**config.mk**
```make
export PLATFORM = sky130hd
export DESIGN_NAME = baud_rate_generator
export DESIGN_NICKNAME = d
export VERILOG_FILES = /design/src/include/rate_gen_pkg.sv /design/src/include/rate_if.sv /design/src/design/rate_prescaler.sv /design/src/design/baud_rate_generator.sv
export SDC_FILE = /design/constraint.sdc
export NUM_CORES = 1
export LEC_CHECK = 0
export BUFFER_PORTS_ARGS = -buffer_cell sky130_fd_sc_hd__buf_2
export CORE_ASPECT_RATIO = 0.5
export CORE_UTILIZATION = 55
export DETAILED_ROUTE_END_ITERATION = 8
export PLACE_DENSITY = 0.95
export SLEW_MARGIN = 25
export SYNTH_ARGS = -nofsm -noshare
export SYNTH_HDL_FRONTEND = slang
export SYNTH_SLANG_ARGS = --single-unit
```
**constraint.sdc**
```tcl
create_clock -name clock -period 3.39 [get_ports clock]
set_input_delay 0.1695 -clock clock [delete_from_list [all_inputs] [get_ports clock]]
set_output_delay 0.1695 -clock clock [all_outputs]
set_load 0.02 [all_outputs]
```
**src/include/rate_gen_pkg.sv**
```systemverilog
// constants shared by the baud-rate generator files
package rate_gen_pkg;
    localparam int DIV_WIDTH = 12;
    localparam int ADDR_WIDTH = 2;
    // register word indices (byte address = 4 * index)
    localparam logic [ADDR_WIDTH-1:0] REG_DIV_LOW = 2'h0;
    localparam logic [ADDR_WIDTH-1:0] REG_DIV_HIGH = 2'h1;
    localparam logic [ADDR_WIDTH-1:0] REG_CONTROL = 2'h2;
    localparam logic [ADDR_WIDTH-1:0] REG_STATUS = 2'h3;
    // field positions
    localparam int HIGH_FIELD_MSB = 3;
    localparam int CTRL_SYNC_MODE_BIT = 0;
    localparam int CTRL_DOUBLE_SPEED_BIT = 1;
    localparam int CTRL_POLARITY_BIT = 2;
    localparam int STAT_TICK_BIT = 0;
    localparam int STAT_LEVEL_BIT = 1;
    localparam int STAT_XCK_BIT = 2;
    // reset values
    localparam logic [7:0] DIV_LOW_RESET = 8'h00;
    localparam logic [3:0] DIV_HIGH_RESET = 4'h0;
    localparam logic [2:0] CONTROL_RESET = 3'h0;
    // oversampling factors
    localparam logic [4:0] OVERSAMPLE_NORMAL = 5'h10;
    localparam logic [4:0] OVERSAMPLE_DOUBLE = 5'h08;
    // fixed bus answer latency in cycles
    localparam int BUS_LATENCY = 1;
endpackage

```
**src/include/rate_if.sv**
```systemverilog
// carrier between register file and prescaler
`timescale 1ns/100ps
interface rate_if;
    logic [rate_gen_pkg::DIV_WIDTH-1:0] divisor;
    logic reload;
    logic double_speed;
    logic sync_mode;
    logic tick;
    logic bit_tick;
    modport ctrl (output divisor, output reload, output double_speed, output sync_mode,
        input tick, input bit_tick);
    modport gen (input divisor, input reload, input double_speed, input sync_mode,
        output tick, output bit_tick);
endinterface

```
**src/design/rate_prescaler.sv**
```systemverilog
// down-counting prescaler with oversampling stage
`timescale 1ns/100ps
module rate_prescaler
    import rate_gen_pkg::*;
(
    // clock and reset
    input wire logic clock,
    input wire logic resetn,
    // rate control
    rate_if.gen rif
);
    logic [DIV_WIDTH-1:0] count_reg;
    logic [4:0] phase_reg;
    logic tick_reg;
    logic bit_reg;
    wire count_done = (count_reg == '0);
    wire [4:0] over_last = (rif.double_speed && !rif.sync_mode) ?
        (OVERSAMPLE_DOUBLE - 5'h01) : (OVERSAMPLE_NORMAL - 5'h01);
    wire phase_done = (phase_reg >= over_last);

    // a reload restarts both stages so the new rate begins at once
    always_ff @(posedge clock or negedge resetn) begin
        if (!resetn) begin
            count_reg <= '0;
            phase_reg <= '0;
            tick_reg <= 1'b0;
            bit_reg <= 1'b0;
        end else if (rif.reload) begin
            count_reg <= rif.divisor;
            phase_reg <= '0;
            tick_reg <= 1'b0;
            bit_reg <= 1'b0;
        end else begin
            count_reg <= count_done ? rif.divisor : count_reg - 1'b1;
            tick_reg <= count_done;
            bit_reg <= count_done && phase_done;
            if (count_done) begin
                phase_reg <= phase_done ? 5'h00 : phase_reg + 5'h01;
            end
        end
    end
    assign rif.tick = tick_reg;
    assign rif.bit_tick = bit_reg;
endmodule

```
**src/design/baud_rate_generator.sv**
```systemverilog
// avalon register file, prescaler and synchronous clock edge logic
//
// Implementation choices: the Avalon-MM register port and the register addresses.
`timescale 1ns/100ps
// Behaviour
// - polarity 0 drives on rising, samples on falling clock edge; 1 swaps.
// - divisor is 12 bits; high register holds top four, low holds bottom eight.
// - high register upper nibble reads zero; software writes it zero.
// - writing the low divisor byte reloads the prescaler immediately.
// - double speed halves fixed divisor from 16 to 8, asynchronous only.
module baud_rate_generator
    import rate_gen_pkg::*;
(
    // clock and reset
    input wire logic clock,
    input wire logic resetn,
    // avalon-mm slave
    input wire logic [rate_gen_pkg::ADDR_WIDTH-1:0] address,
    input wire logic read,
    input wire logic write,
    input wire logic [31:0] writedata,
    input wire logic [3:0] byteenable,
    output logic [31:0] readdata,
    output logic waitrequest,
    // serial pins
    input wire logic sync_clock_pin,
    input wire logic receive_pin,
    input wire logic tx_data_in,
    output logic transmit_pin,
    output logic rx_data_out,
    output logic rx_sample_strobe,
    output logic tx_change_strobe,
    output logic bit_rate_tick
);
    import rate_gen_pkg::*;

    rate_if rif ();

    logic [7:0] div_low_reg;
    logic [3:0] div_high_reg;
    logic [2:0] control_reg;
    logic ack_reg;
    logic waitrequest_reg;
    logic [31:0] readdata_reg;
    logic [2:0] xck_sync_reg;
    logic [1:0] rxd_sync_reg;
    logic transmit_reg;
    logic rx_data_reg;
    logic rx_strobe_reg;
    logic tx_strobe_reg;
    logic bit_tick_reg;
    logic tick_seen_reg;

    // register decode; the answer comes one cycle after the request
    wire request = (read || write) && !ack_reg;
    wire write_hit = write && !ack_reg && byteenable[0];
    wire wr_low = write_hit && (address == REG_DIV_LOW);
    wire wr_high = write_hit && (address == REG_DIV_HIGH);
    wire wr_ctrl = write_hit && (address == REG_CONTROL);
    wire polarity = control_reg[CTRL_POLARITY_BIT] && control_reg[CTRL_SYNC_MODE_BIT];

    function automatic logic [31:0] read_mux(input logic [ADDR_WIDTH-1:0] a);
        read_mux = 32'h0000_0000;
        case (a)
            REG_DIV_LOW: read_mux[7:0] = div_low_reg;
            REG_DIV_HIGH: read_mux[HIGH_FIELD_MSB:0] = div_high_reg;
            REG_CONTROL: read_mux[2:0] = control_reg;
            REG_STATUS: begin
                read_mux[STAT_TICK_BIT] = tick_seen_reg;
                read_mux[STAT_LEVEL_BIT] = transmit_reg;
                read_mux[STAT_XCK_BIT] = xck_sync_reg[1];
            end
            default: read_mux = 32'h0000_0000;
        endcase
    endfunction

    // edge detect on the synchronised clock pin; stage 0 feeds stage 1 only
    wire xck_rise = xck_sync_reg[1] && !xck_sync_reg[2];
    wire xck_fall = !xck_sync_reg[1] && xck_sync_reg[2];
    wire change_edge = polarity ? xck_fall : xck_rise;
    wire sample_edge = polarity ? xck_rise : xck_fall;
    wire sync_on = control_reg[CTRL_SYNC_MODE_BIT];

    // a low byte write reloads with the byte on the bus, not the stale register
    wire [DIV_WIDTH-1:0] divisor_stored = {div_high_reg, div_low_reg};
    wire [DIV_WIDTH-1:0] divisor_loaded = {div_high_reg, writedata[7:0]};
    assign rif.divisor = wr_low ? divisor_loaded : divisor_stored;
    assign rif.reload = wr_low;
    assign rif.double_speed = control_reg[CTRL_DOUBLE_SPEED_BIT];
    assign rif.sync_mode = sync_on;

    rate_prescaler u_prescaler (
        .clock(clock),
        .resetn(resetn),
        .rif(rif)
    );

    // divisor and control registers
    always_ff @(posedge clock or negedge resetn) begin
        if (!resetn) begin
            div_low_reg <= DIV_LOW_RESET;
            div_high_reg <= DIV_HIGH_RESET;
            control_reg <= CONTROL_RESET;
        end else begin
            if (wr_low) div_low_reg <= writedata[7:0];
            if (wr_high) div_high_reg <= writedata[HIGH_FIELD_MSB:0];
            if (wr_ctrl) control_reg <= writedata[2:0];
        end
    end

    // bus handshake: waitrequest high until the answer cycle
    always_ff @(posedge clock or negedge resetn) begin
        if (!resetn) begin
            ack_reg <= 1'b0;
            waitrequest_reg <= 1'b1;
            readdata_reg <= 32'h0000_0000;
        end else begin
            ack_reg <= request;
            waitrequest_reg <= !request;
            readdata_reg <= (read && !ack_reg) ? read_mux(address) : readdata_reg;
        end
    end
    assign readdata = readdata_reg;
    assign waitrequest = waitrequest_reg;

    // sticky tick flag: a new tick wins over a status read clear
    always_ff @(posedge clock or negedge resetn) begin
        if (!resetn) begin
            tick_seen_reg <= 1'b0;
        end else if (rif.bit_tick) begin
            tick_seen_reg <= 1'b1;
        end else if (read && !ack_reg && address == REG_STATUS) begin
            tick_seen_reg <= 1'b0;
        end
    end

    // pin synchronisers; pins come from outside the clock domain
    always_ff @(posedge clock or negedge resetn) begin
        if (!resetn) begin
            xck_sync_reg <= 3'h0;
            rxd_sync_reg <= 2'h3;
        end else begin
            xck_sync_reg <= {xck_sync_reg[1:0], sync_clock_pin};
            rxd_sync_reg <= {rxd_sync_reg[0], receive_pin};
        end
    end

    // launch and capture; async mode uses the prescaler bit tick for both
    wire launch = sync_on ? change_edge : rif.bit_tick;
    wire capture = sync_on ? sample_edge : rif.bit_tick;
    always_ff @(posedge clock or negedge resetn) begin
        if (!resetn) begin
            transmit_reg <= 1'b1;
            rx_data_reg <= 1'b1;
            rx_strobe_reg <= 1'b0;
            tx_strobe_reg <= 1'b0;
            bit_tick_reg <= 1'b0;
        end else begin
            if (launch) transmit_reg <= tx_data_in;
            if (capture) rx_data_reg <= rxd_sync_reg[1];
            rx_strobe_reg <= capture;
            tx_strobe_reg <= launch;
            bit_tick_reg <= rif.bit_tick;
        end
    end
    assign transmit_pin = transmit_reg;
    assign rx_data_out = rx_data_reg;
    assign rx_sample_strobe = rx_strobe_reg;
    assign tx_change_strobe = tx_strobe_reg;
    assign bit_rate_tick = bit_tick_reg;
endmodule

```
[Yosys cells after proc, flatten, opt, wreduce, memory -nomap -nowiden]
Index checks and enable logic that the tools add are counted.
Operators by class
  equality and inequality tests: 3
  mux-type cells: 17
  $add $sub $neg: 2
  $lt $le $gt $ge: 1
  reductions and logical operators: 23
Operators with widths (count)
  two-way mux 12 bit: 2
  two-way mux 5 bit: 3
  logical AND 1 bit: 13
  logical NOT 12 bit: 1
  one-hot mux 3 bit (4 select lines): 1
  subtractor 12 x 1 -> 12 bit, second input constant: 1
  two-way mux 4 bit: 2
  two-way mux 8 bit: 1
  two-way mux 1 bit: 7
  adder 5 x 1 -> 5 bit, second input constant: 1
  >= comparator 5 bit: 1
  logical NOT 1 bit: 5
  == test 2 bit, second input constant: 2
  nonzero test 2 bit: 2
  == test 2 x 1 -> 1 bit, second input constant: 1
  logical NOT 2 bit: 1
  one-hot mux 1 bit (2 select lines): 1
  logical OR 1 bit: 1
Word-level totals
  register bits after elaboration: 54
  output and inout port bits: 38
  input bits: 45
  word-level logic and storage cells: 63

[Longest topological paths before layout]
Gate-level depths: netlist of run 1.
  depth in word-level cells: 7
  mapped depth: 8
  depth with buffers taken out: 6

[Hierarchy]
A second synthesis of run 1 with hierarchy kept.
Unflattened totals
  cells, all modules: 226
  area total of the unflattened synthesis: 2688.8 µm²
Modules (own cells, without submodules)
  baud_rate_generator: instances 1, area an instance 1619.1 µm², cells each 119, sequential area each 907.1 µm²
  rate_prescaler: instances 1, area an instance 1069.8 µm², cells each 107, sequential area each 475.5 µm²

[Worst setup path after synthesis of run 1]
No wires, ideal clock.
  kind: register to register
  from: register u_prescaler.count_reg[0]
  to: register u_prescaler.phase_reg[4]
  setup time: 75 ps
  period minus slack after synthesis: 2146 ps
  path buffers: 1
  data required time: 3315 ps
  arrival time: 2071 ps
  slack: 1244 ps
  cell stages (with the launch flop): 8
  path through: dfrtp_1 -> inv_1 -> ha_1 -> or4b_1 -> or4_4 -> buf_6 -> or3_4 -> a21oi_2
Between the ends
  longest elaborated chain between the ends: 2
RTL lines
  start, declared: RTL line rate_prescaler.sv:12  | logic [DIV_WIDTH-1:0] count_reg;
  start signal, assigned: RTL line rate_prescaler.sv:29  | count_reg <= rif.divisor;
  start signal, assigned: RTL line rate_prescaler.sv:34  | count_reg <= count_done ? rif.divisor : count_reg - 1'b1;
  logical NOT 12 bit: RTL line rate_prescaler.sv:16  | wire count_done = (count_reg == '0);
  nonzero test 2 bit (no line)
  end signal, assigned: RTL line rate_prescaler.sv:38  | phase_reg <= phase_done ? 5'h00 : phase_reg + 5'h01;
  end, declared: RTL line rate_prescaler.sv:13  | logic [4:0] phase_reg;
No other way between the ends.
A chain may end at the register's enable or synchronous reset.

[Final worst setup path of run 1]
  from: register u_prescaler.count_reg[0]
  to: register u_prescaler.count_reg[4]
Between the ends
  longest elaborated chain between the ends: 3
  elaborated cells on any way between the ends: 4
  those cells by class: 1 x add/sub; 2 x mux; 1 x reduce/logical
RTL lines
  subtractor 12 x 1 -> 12 bit / logical NOT 12 bit (equally long branches): RTL line rate_prescaler.sv:34, rate_prescaler.sv:16
  two-way mux 12 bit (*): RTL line rate_prescaler.sv:34
  two-way mux 12 bit (*): RTL line rate_prescaler.sv:28  | end else if (rif.reload) begin
Every way passes the cells marked *; elsewhere a longest branch is shown, timed or not.

==> run_summary.xml, run 1 <==
<?xml version="1.0" encoding="UTF-8"?>
<metrics>
  <group name="grt">
    <metric name="grtUsageTotal" unit="">0.233</metric>
    <metric name="grt_overflow" unit="">0</metric>
    <metric name="grt_max_degree" unit="">55</metric>
    <metric name="grt_first_pass_wirelength" unit="um">8630</metric>
    <metric name="first_global_vias" unit="">1783</metric>
    <metric name="antenna_found_initial" unit="">0</metric>
  </group>
  <group name="sta">
    <metric name="worstMarginPinSlew" unit="ps">771</metric>
    <metric name="finalSetupViolCount" unit="">0</metric>
    <metric name="worst_slew_margin_rel" unit="">0.484</metric>
    <metric name="fin_setup_tns" unit="ps">0</metric>
    <metric name="achievable-frequency" unit="GHz">0.424</metric>
    <metric name="rsz0062_at_grt" unit="">no</metric>
    <metric name="layout_worst_path_cycle_share" unit="">0.696</metric>
    <metric name="final_period_minus_worst_setup_slack" unit="ps">2360</metric>
    <metric name="final_max_slew_viol_count" unit="">0</metric>
    <metric name="clock-skew-final" unit="ps">9.12</metric>
    <metric name="hold_viol_final" unit="">0</metric>
  </group>
  <group name="floorplan">
    <metric name="placementRows" unit="">17</metric>
    <metric name="starting_utilization_of_the_core_area" unit="">0.583</metric>
    <metric name="core_area" unit="um2">4490</metric>
    <metric name="die_h" unit="um">50.8</metric>
    <metric name="floorplan.die_area" unit="um2">5060</metric>
    <metric name="floorplan.io_pins" unit="">83</metric>
    <metric name="die_width" unit="um">99.6</metric>
  </group>
  <group name="pwr">
    <metric name="pwr-share-comb" unit="">0.307</metric>
    <metric name="power-per-cell-area" unit="nW/um2">712</metric>
    <metric name="power_frac_clock" unit="">0.207</metric>
    <metric name="internal_power" unit="W">0.00135</metric>
    <metric name="total_leakage_power" unit="nW">1.34</metric>
    <metric name="power.sequential.fraction" unit="">0.486</metric>
    <metric name="sw_frac_of_total" unit="">0.340</metric>
    <metric name="power.ir.vdd_worst" unit="mV">0.414</metric>
    <metric name="power.switching" unit="W">0.000693</metric>
  </group>
  <group name="routing">
    <metric name="drtAntennaViolNets" unit="">0</metric>
    <metric name="wire_per_inst" unit="um">16.0</metric>
    <metric name="drt_first_pass_iters" unit="">4</metric>
    <metric name="drtIter0Drc" unit="">117</metric>
    <metric name="post_dr_vias_cell" unit="">5.56</metric>
    <metric name="wl" unit="um">5140</metric>
    <metric name="drc_errors" unit="">0</metric>
    <metric name="vias" unit="">1790</metric>
  </group>
  <group name="critical_path">
    <metric name="worstReg2RegStart" unit="">u_prescaler.count_reg[0]$_DFF_PN0_</metric>
    <metric name="crit_family" unit="">simple AND/OR/NAND/NOR gates</metric>
    <metric name="crit_path_max_fanout" unit="">10</metric>
    <metric name="critPathCaptureType" unit="">register</metric>
    <metric name="setup.worst_path.start_class" unit="">register</metric>
    <metric name="cp.buffers_inverters" unit="">1</metric>
    <metric name="timing.critical_path.required" unit="ps">3590</metric>
    <metric name="setup.worst_path.class" unit="">reg -&gt; reg</metric>
    <metric name="worst_setup_path_startpoint" unit="">u_prescaler.count_reg[0]$_DFF_PN0_</metric>
    <metric name="worst-endpoint-arrival" unit="ps">2560</metric>
    <metric name="critical-path-max-stage-delay" unit="ps">470</metric>
    <metric name="worst-r2r-cell-count" unit="">6</metric>
    <metric name="slowest_stage" unit="">sky130_fd_sc_hd__or4b_1</metric>
    <metric name="timing.critical_path.cells" unit="">inv_1 &gt; ha_1 &gt; or4b_1 &gt; nor4_2 &gt; nor2_1 &gt; mux2_2</metric>
    <metric name="critical_path.endpoint" unit="">u_prescaler.count_reg[4]$_DFF_PN0_</metric>
    <metric name="rrSetupSlack" unit="ps">1030</metric>
    <metric name="path_depth" unit="">6</metric>
    <metric name="crit-reg2reg-capture" unit="">u_prescaler.count_reg[4]$_DFF_PN0_</metric>
  </group>
  <group name="synthesis">
    <metric name="synth_seq_area_share" unit="">0.519</metric>
    <metric name="synth_edf_count" unit="">0</metric>
    <metric name="synth.largest_area_cell" unit="">sky130_fd_sc_hd__dfrtp_1</metric>
    <metric name="ys_seq_elements" unit="">54</metric>
    <metric name="synth_warnings" unit="">0</metric>
    <metric name="syn-instance-count" unit="">223</metric>
    <metric name="synthDistinctLibCells" unit="">44</metric>
    <metric name="synthMostInstantiatedCell" unit="">sky130_fd_sc_hd__dfrtp_1</metric>
    <metric name="synthesized_area_per_cell" unit="um2">11.7</metric>
    <metric name="post_synth_instance_area" unit="um2">2620</metric>
    <metric name="yosysTopAreaCellShare" unit="">0.468</metric>
    <metric name="synth_commonest_cells" unit="">49 x sky130_fd_sc_hd__dfrtp_1, 24 x sky130_fd_sc_hd__buf_4, 21 x sky130_fd_sc_hd__mux2_2</metric>
    <metric name="synth_top_cells_by_area" unit="">sky130_fd_sc_hd__dfrtp_1 47%, sky130_fd_sc_hd__mux2_2 9.0%, sky130_fd_sc_hd__buf_4 6.9%</metric>
    <metric name="ys_dominant_reg_cell" unit="">sky130_fd_sc_hd__dfrtp_1</metric>
    <metric name="async_flop_share" unit="">1.00</metric>
  </group>
  <group name="layout">
    <metric name="final_instance_count_excl_fillers" unit="">322</metric>
    <metric name="flow.area_growth_from_synthesis" unit="%">9.37</metric>
    <metric name="number_of_diodes_added_for_antenna_fixing" unit="">0</metric>
    <metric name="number_of_flip_flops_under_the_largest_register_name" unit="">12</metric>
    <metric name="finalNetCount" unit="">304</metric>
    <metric name="drive_gt1_frac" unit="">0.297</metric>
  </group>
  <group name="placed_design">
    <metric name="place_hpwl" unit="um">3720</metric>
    <metric name="place.gp.congestion" unit="">0.820</metric>
    <metric name="dpl.cell_count" unit="">311</metric>
    <metric name="portBuffers" unit="">31</metric>
  </group>
  <group name="run">
    <metric name="max_cap_viol_count" unit="">0</metric>
  </group>
  <group name="status">
    <metric name="run_status" unit="">finished, final reports clean</metric>
  </group>
  <group name="clocking">
    <metric name="postCtsResizedCells" unit="">0</metric>
    <metric name="cts_tree" unit="">done</metric>
    <metric name="cts.clk_slew.worst_paths" unit="ps">100</metric>
    <metric name="cts_hold_buffers" unit="">3</metric>
    <metric name="clk-insertion-delay-late" unit="ps">310</metric>
    <metric name="h-tree-depth" unit="">2</metric>
    <metric name="tritoncts_num_sinks" unit="">54</metric>
    <metric name="clock-root-buffer" unit="">sky130_fd_sc_hd__clkbuf_8</metric>
    <metric name="max-clock-path-buffers" unit="">2</metric>
    <metric name="numCtsBuffers" unit="">5</metric>
    <metric name="cts.repair_timing.setup_buffer_count" unit="">0</metric>
  </group>
  <group name="worst_hold_path">
    <metric name="holdCritPathClass" unit="">in -&gt; reg</metric>
  </group>
</metrics>
worst min-delay path: stages:
cell and delay, ps:
sky130_fd_sc_hd__buf_2 80, sky130_fd_sc_hd__nand2_1 50, sky130_fd_sc_hd__nand2_1 60
power groups by stage:
stage                     logic [W]  clock network (W)  registers, W
after floorplan            0.000444                  0       0.00102
after global placement     0.000576                  0      0.000982
after detailed placement   0.000618                  0       0.00100
after CTS                  0.000625           0.000427      0.000989
after global routing       0.000686           0.000451       0.00101
final                      0.000625           0.000422      0.000992
routing by layer:
| metal | share of wire | global-route usage |
|---|---|---|
| met4 | 0.023 | 0.0907 |
| met5 | 0 | 0 |
| met2 | 0.51 | 0.406 |
| met1 | 0.43 | 0.288 |
| met3 | 0.044 | 0.0529 |
worst min path at each step:
stage                 start                                    to  cells past startpoint
2_1_floorplan        resetn                     ack_reg$_DFF_PN0_                      0
3_3_place_gp    receive_pin             rxd_sync_reg[0]$_DFF_PN1_                      1
3_5_place_dp         resetn  u_prescaler.phase_reg[2]$_DFFE_PN0P_                      1
4_1_cts        writedata[7]            div_low_reg[7]$_DFFE_PN0N_                      3
5_1_grt        writedata[7]            div_low_reg[7]$_DFFE_PN0N_                      3
6_report       writedata[7]            div_low_reg[7]$_DFFE_PN0N_                      3
per-stage QoR:
stage / utilization / power [W] / hold slack [ps] / setup slack [ps] / area, um2
finish: 0.638 / 0.00204 / 77.5 / 1030 / 2860
global route: 0.638 / 0.00215 / 88.1 / 932 / 2860
CTS: 0.638 / 0.00204 / 76.4 / 1060 / 2860
detailed placement: 0.607 / 0.00162 / 242 / 1070 / 2720
global placement: 0.606 / 0.00156 / 275 / 1130 / 2720
floorplan: - / 0.00146 / -126 / 1240 / 2700
cell families after synthesis:
kind of cell	Yosys count	synth area share
adders and majority gates	4	0.0191
AOI/OAI and AO/OA	37	0.0879
xor gates and xnor gates	8	0.0268
muxes	27	0.128
other	1	0.00143
DFF	54	0.519
buffers and inverters	36	0.0918
and+or+nand+nor	56	0.126
layout make-up:
| type | count | area (um2) |
|---|---|---|
| fill | 336 | 1630 |
| sequential | 54 | 1360 |
| multi-input combinational | 156 | 1110 |
| timing repair buffer | 35 | 195 |
| tap | 66 | 82.6 |
| clock buffer | 6 | 72.6 |
| clock inverter | 2 | 37.5 |
| inverter | 3 | 11.3 |
layout by cell type, fill, tap and decap left out, drive strengths merged, types with 3 or more instances in the layout:
master       instances
o21ai                7
nor4                 5
mux2                22
a22o                 5
ha                   4
clkbuf               6
dfstp                5
a21oi               16
dlygate4sd3          3
nor2                 7
nand3                5
xnor2                4
or2                  3
nand3b               3
nand2b               3
or3                  5
buf                 32
mux4                 3
nand2               11
xor2                 4
inv                  3
nor3                 5
dfrtp               49
conb                24
Note: power is estimated with default switching activity, not from simulation.
==> run 2: changes to the inputs <==
--- a/config.mk
+++ b/config.mk
@@ -7,9 +7,9 @@
 export LEC_CHECK = 0
 export BUFFER_PORTS_ARGS = -buffer_cell sky130_fd_sc_hd__buf_2
 export CORE_ASPECT_RATIO = 0.5
-export CORE_UTILIZATION = 55
+export CORE_UTILIZATION = 51
 export DETAILED_ROUTE_END_ITERATION = 8
-export PLACE_DENSITY = 0.95
+export PLACE_DENSITY = 0.91
 export SLEW_MARGIN = 25
 export SYNTH_ARGS = -nofsm -noshare
 export SYNTH_HDL_FRONTEND = slang
==> constraint.sdc (replaced) <==
create_clock -name clock -period 2.3 [get_ports clock]
set_input_delay 0.115 -clock clock [delete_from_list [all_inputs] [get_ports clock]]
set_output_delay 0.115 -clock clock [all_outputs]
set_load 0.02 [all_outputs]
==> run 2 against run 1 <==
- register-to-register slack lost 920 ps
- power grew 55%
- count of clock-buffer cells in the layout shrank 1
- clock power grew 79%
- via count grew 1.6%
- routed wire length grew 4.2%
- sequential share of layout area shrank 1.0 points
- die area grew 7.6%
- highest routed layer unchanged
==> run_summary.xml, run 2 (same netlist as run 1, synthesis figures left out) <==
<?xml version="1.0" encoding="UTF-8"?>
<metrics>
  <group name="grt">
    <metric name="antenna_found_initial" unit="">0</metric>
    <metric name="grt_max_degree" unit="">31</metric>
    <metric name="grt_overflow" unit="">0</metric>
    <metric name="grtUsageTotal" unit="">0.226</metric>
    <metric name="grt_first_pass_wirelength" unit="um">8960</metric>
    <metric name="first_global_vias" unit="">1816</metric>
  </group>
  <group name="sta">
    <metric name="finalSetupViolCount" unit="">0</metric>
    <metric name="worst_slew_margin_rel" unit="">0.444</metric>
    <metric name="clock-skew-final" unit="ps">8.24</metric>
    <metric name="fin_setup_tns" unit="ps">0</metric>
    <metric name="rsz0062_at_grt" unit="">no</metric>
    <metric name="layout_worst_path_cycle_share" unit="">0.951</metric>
    <metric name="achievable-frequency" unit="GHz">0.457</metric>
    <metric name="final_period_minus_worst_setup_slack" unit="ps">2190</metric>
    <metric name="holdWs" unit="ps">21.9</metric>
    <metric name="worstMarginPinSlew" unit="ps">833</metric>
    <metric name="final_max_slew_viol_count" unit="">0</metric>
    <metric name="hold_viol_final" unit="">0</metric>
  </group>
  <group name="pwr">
    <metric name="finalPower" unit="W">0.00317</metric>
    <metric name="power.sequential.fraction" unit="">0.464</metric>
    <metric name="pwr-share-comb" unit="">0.298</metric>
    <metric name="power-per-cell-area" unit="nW/um2">1080</metric>
    <metric name="internal_power" unit="W">0.00211</metric>
    <metric name="power_frac_clock" unit="">0.238</metric>
    <metric name="total_leakage_power" unit="nW">1.38</metric>
    <metric name="power.ir.vdd_worst" unit="mV">0.665</metric>
    <metric name="power.switching" unit="W">0.00105</metric>
    <metric name="sw_frac_of_total" unit="">0.333</metric>
  </group>
  <group name="layout">
    <metric name="mostFrequentLayoutCell" unit="">sky130_fd_sc_hd__dfrtp_1</metric>
    <metric name="layout.cell_area.non_filler" unit="um2">2930</metric>
    <metric name="drive_gt1_frac" unit="">0.314</metric>
    <metric name="finalNetCount" unit="">309</metric>
    <metric name="number_of_diodes_added_for_antenna_fixing" unit="">0</metric>
    <metric name="flow.area_growth_from_synthesis" unit="%">11.8</metric>
    <metric name="register_area" unit="um2">1360</metric>
    <metric name="area_of_the_multi_input_gates" unit="um2">1110</metric>
    <metric name="most-common-layout-cells" unit="">49 x sky130_fd_sc_hd__dfrtp_1, 31 x sky130_fd_sc_hd__buf_2, 24 x sky130_fd_sc_hd__conb_1</metric>
    <metric name="fillers" unit="">326</metric>
    <metric name="final_instance_count_excl_fillers" unit="">327</metric>
    <metric name="number_of_flip_flops_under_the_largest_register_name" unit="">12</metric>
  </group>
  <group name="placed_design">
    <metric name="detailed_place.area" unit="um2">2760</metric>
    <metric name="portBuffers" unit="">31</metric>
    <metric name="place.gp.congestion" unit="">0.826</metric>
    <metric name="place_hpwl" unit="um">3650</metric>
    <metric name="dpl.cell_count" unit="">316</metric>
  </group>
  <group name="clocking">
    <metric name="clk-insertion-delay-late" unit="ps">310</metric>
    <metric name="clock-root-buffer" unit="">sky130_fd_sc_hd__clkbuf_8</metric>
    <metric name="cts_tree" unit="">done</metric>
    <metric name="cts.clk_slew.worst_paths" unit="ps">90</metric>
    <metric name="cts.repair_timing.setup_buffer_count" unit="">0</metric>
    <metric name="tritoncts_num_sinks" unit="">54</metric>
    <metric name="max-clock-path-buffers" unit="">2</metric>
    <metric name="numCtsBuffers" unit="">5</metric>
    <metric name="h-tree-depth" unit="">2</metric>
  </group>
  <group name="run">
    <metric name="max_cap_viol_count" unit="">0</metric>
  </group>
  <group name="worst_hold_path">
    <metric name="holdCritStartpoint" unit="">writedata[7]</metric>
    <metric name="holdCritPathClass" unit="">in -&gt; reg</metric>
  </group>
  <group name="critical_path">
    <metric name="setup.worst_path.start_class" unit="">register</metric>
    <metric name="timing.critical_path.required" unit="ps">2550</metric>
    <metric name="worstReg2RegStart" unit="">u_prescaler.count_reg[0]$_DFF_PN0_</metric>
    <metric name="crit_path_max_fanout" unit="">3</metric>
    <metric name="setup.worst_path.class" unit="">reg -&gt; reg</metric>
    <metric name="worst-endpoint-arrival" unit="ps">2430</metric>
    <metric name="critPathCaptureType" unit="">register</metric>
    <metric name="worst_setup_path_startpoint" unit="">u_prescaler.count_reg[0]$_DFF_PN0_</metric>
  </group>
  <group name="status">
    <metric name="run_status" unit="">finished, final reports clean</metric>
  </group>
  <group name="routing">
    <metric name="post_dr_vias_cell" unit="">5.56</metric>
    <metric name="met3WireLength" unit="um">344</metric>
    <metric name="route.layer.met1.wl" unit="um">2260</metric>
    <metric name="drtAntennaViolNets" unit="">0</metric>
    <metric name="drc_errors" unit="">0</metric>
    <metric name="top_signal_layer_used" unit="">met4</metric>
    <metric name="drtIter0Drc" unit="">155</metric>
    <metric name="met2WireLength" unit="um">2600</metric>
    <metric name="drt_first_pass_iters" unit="">4</metric>
    <metric name="wl" unit="um">5350</metric>
    <metric name="wire_per_inst" unit="um">16.4</metric>
    <metric name="vias" unit="">1819</metric>
  </group>
  <group name="floorplan">
    <metric name="floorplan.die_area" unit="um2">5440</metric>
    <metric name="placementRows" unit="">17</metric>
    <metric name="die_h" unit="um">52.7</metric>
    <metric name="floorplan.io_pins" unit="">83</metric>
    <metric name="die_width" unit="um">103</metric>
    <metric name="starting_utilization_of_the_core_area" unit="">0.562</metric>
    <metric name="core_area" unit="um2">4660</metric>
  </group>
</metrics>
## run 2: changes by cell type in the layout (fill, tap and decap cells not counted), sizes merged
cell	change
buf	+5
clkbuf	-1
clkinv	+1
clkinvlp	-1
bufinv	+1
## run 2: area by class of cell
class | instances | area share
inverters | 3 | 0.00385
multi-input cells | 156 | 0.378
clock buffers | 5 | 0.0235
flip-flops and latches | 54 | 0.464
repair buffers | 40 | 0.0787
clock inverters | 3 | 0.0235
well taps | 66 | 0.0282
## run 2: worst paths after layout
check / endpoint / slack [ps] / cells past startpoint
worst max register to register: u_prescaler.phase_reg[4]$_DFFE_PN0P_ / 110 / 6
max in group asynchronous: u_prescaler.count_reg[2]$_DFF_PN0_ / 1180 / 3
worst min register to register: rxd_sync_reg[1]$_DFF_PN1_ / 360 / 0
worst min-delay path: div_low_reg[7]$_DFFE_PN0N_ / 20 / 3
min in group asynchronous: xck_sync_reg[2]$_DFF_PN0_ / 350 / 2
worst max-delay path: u_prescaler.phase_reg[4]$_DFFE_PN0P_ / 110 / 6
## run 2: metrics by stage
| step | worst slack [ps] | util |
|---|---|---|
| global route | 54.1 | 0.628 |
| finish | 112 | 0.628 |
| CTS | 110 | 0.628 |
| detailed placement | 146 | 0.592 |
| floorplan | 154 | - |
| global placement | 187 | 0.592 |
## run 2: timing repair
item | CTS | global route
resized for setup | 0 | 1
setup endpoints to repair | 0 | 1
hold buffers | 3 | 0
hold endpoints to repair | 26 | 0
## run 2: power by group through the flow
stage / Clock [W] / Sequential, W / Combinational [W]
2_1_floorplan: 0 / 0.00150 / 0.000655
3_3_place_gp: 0 / 0.00145 / 0.000875
3_5_place_dp: 0 / 0.00147 / 0.000925
4_1_cts: 0.000751 / 0.00146 / 0.000947
5_1_grt: 0.000787 / 0.00150 / 0.00104
6_report: 0.000754 / 0.00147 / 0.000943
## run 2: routing by layer
metal | up-vias | GRT usage
li1 | 819 | -
met1 | 878 | 0.289
met2 | 99 | 0.374
met3 | 23 | 0.0467
met4 | 0 | 0.103
met5 | - | 0
## run 2: critical path: stages (launching register included)
cell and delay, ps:
sky130_fd_sc_hd__dfrtp_1 390, sky130_fd_sc_hd__inv_1 120, sky130_fd_sc_hd__ha_1 160, sky130_fd_sc_hd__or4b_1 470, sky130_fd_sc_hd__or4_4 450, sky130_fd_sc_hd__or3_4 400
sky130_fd_sc_hd__a21oi_2 130
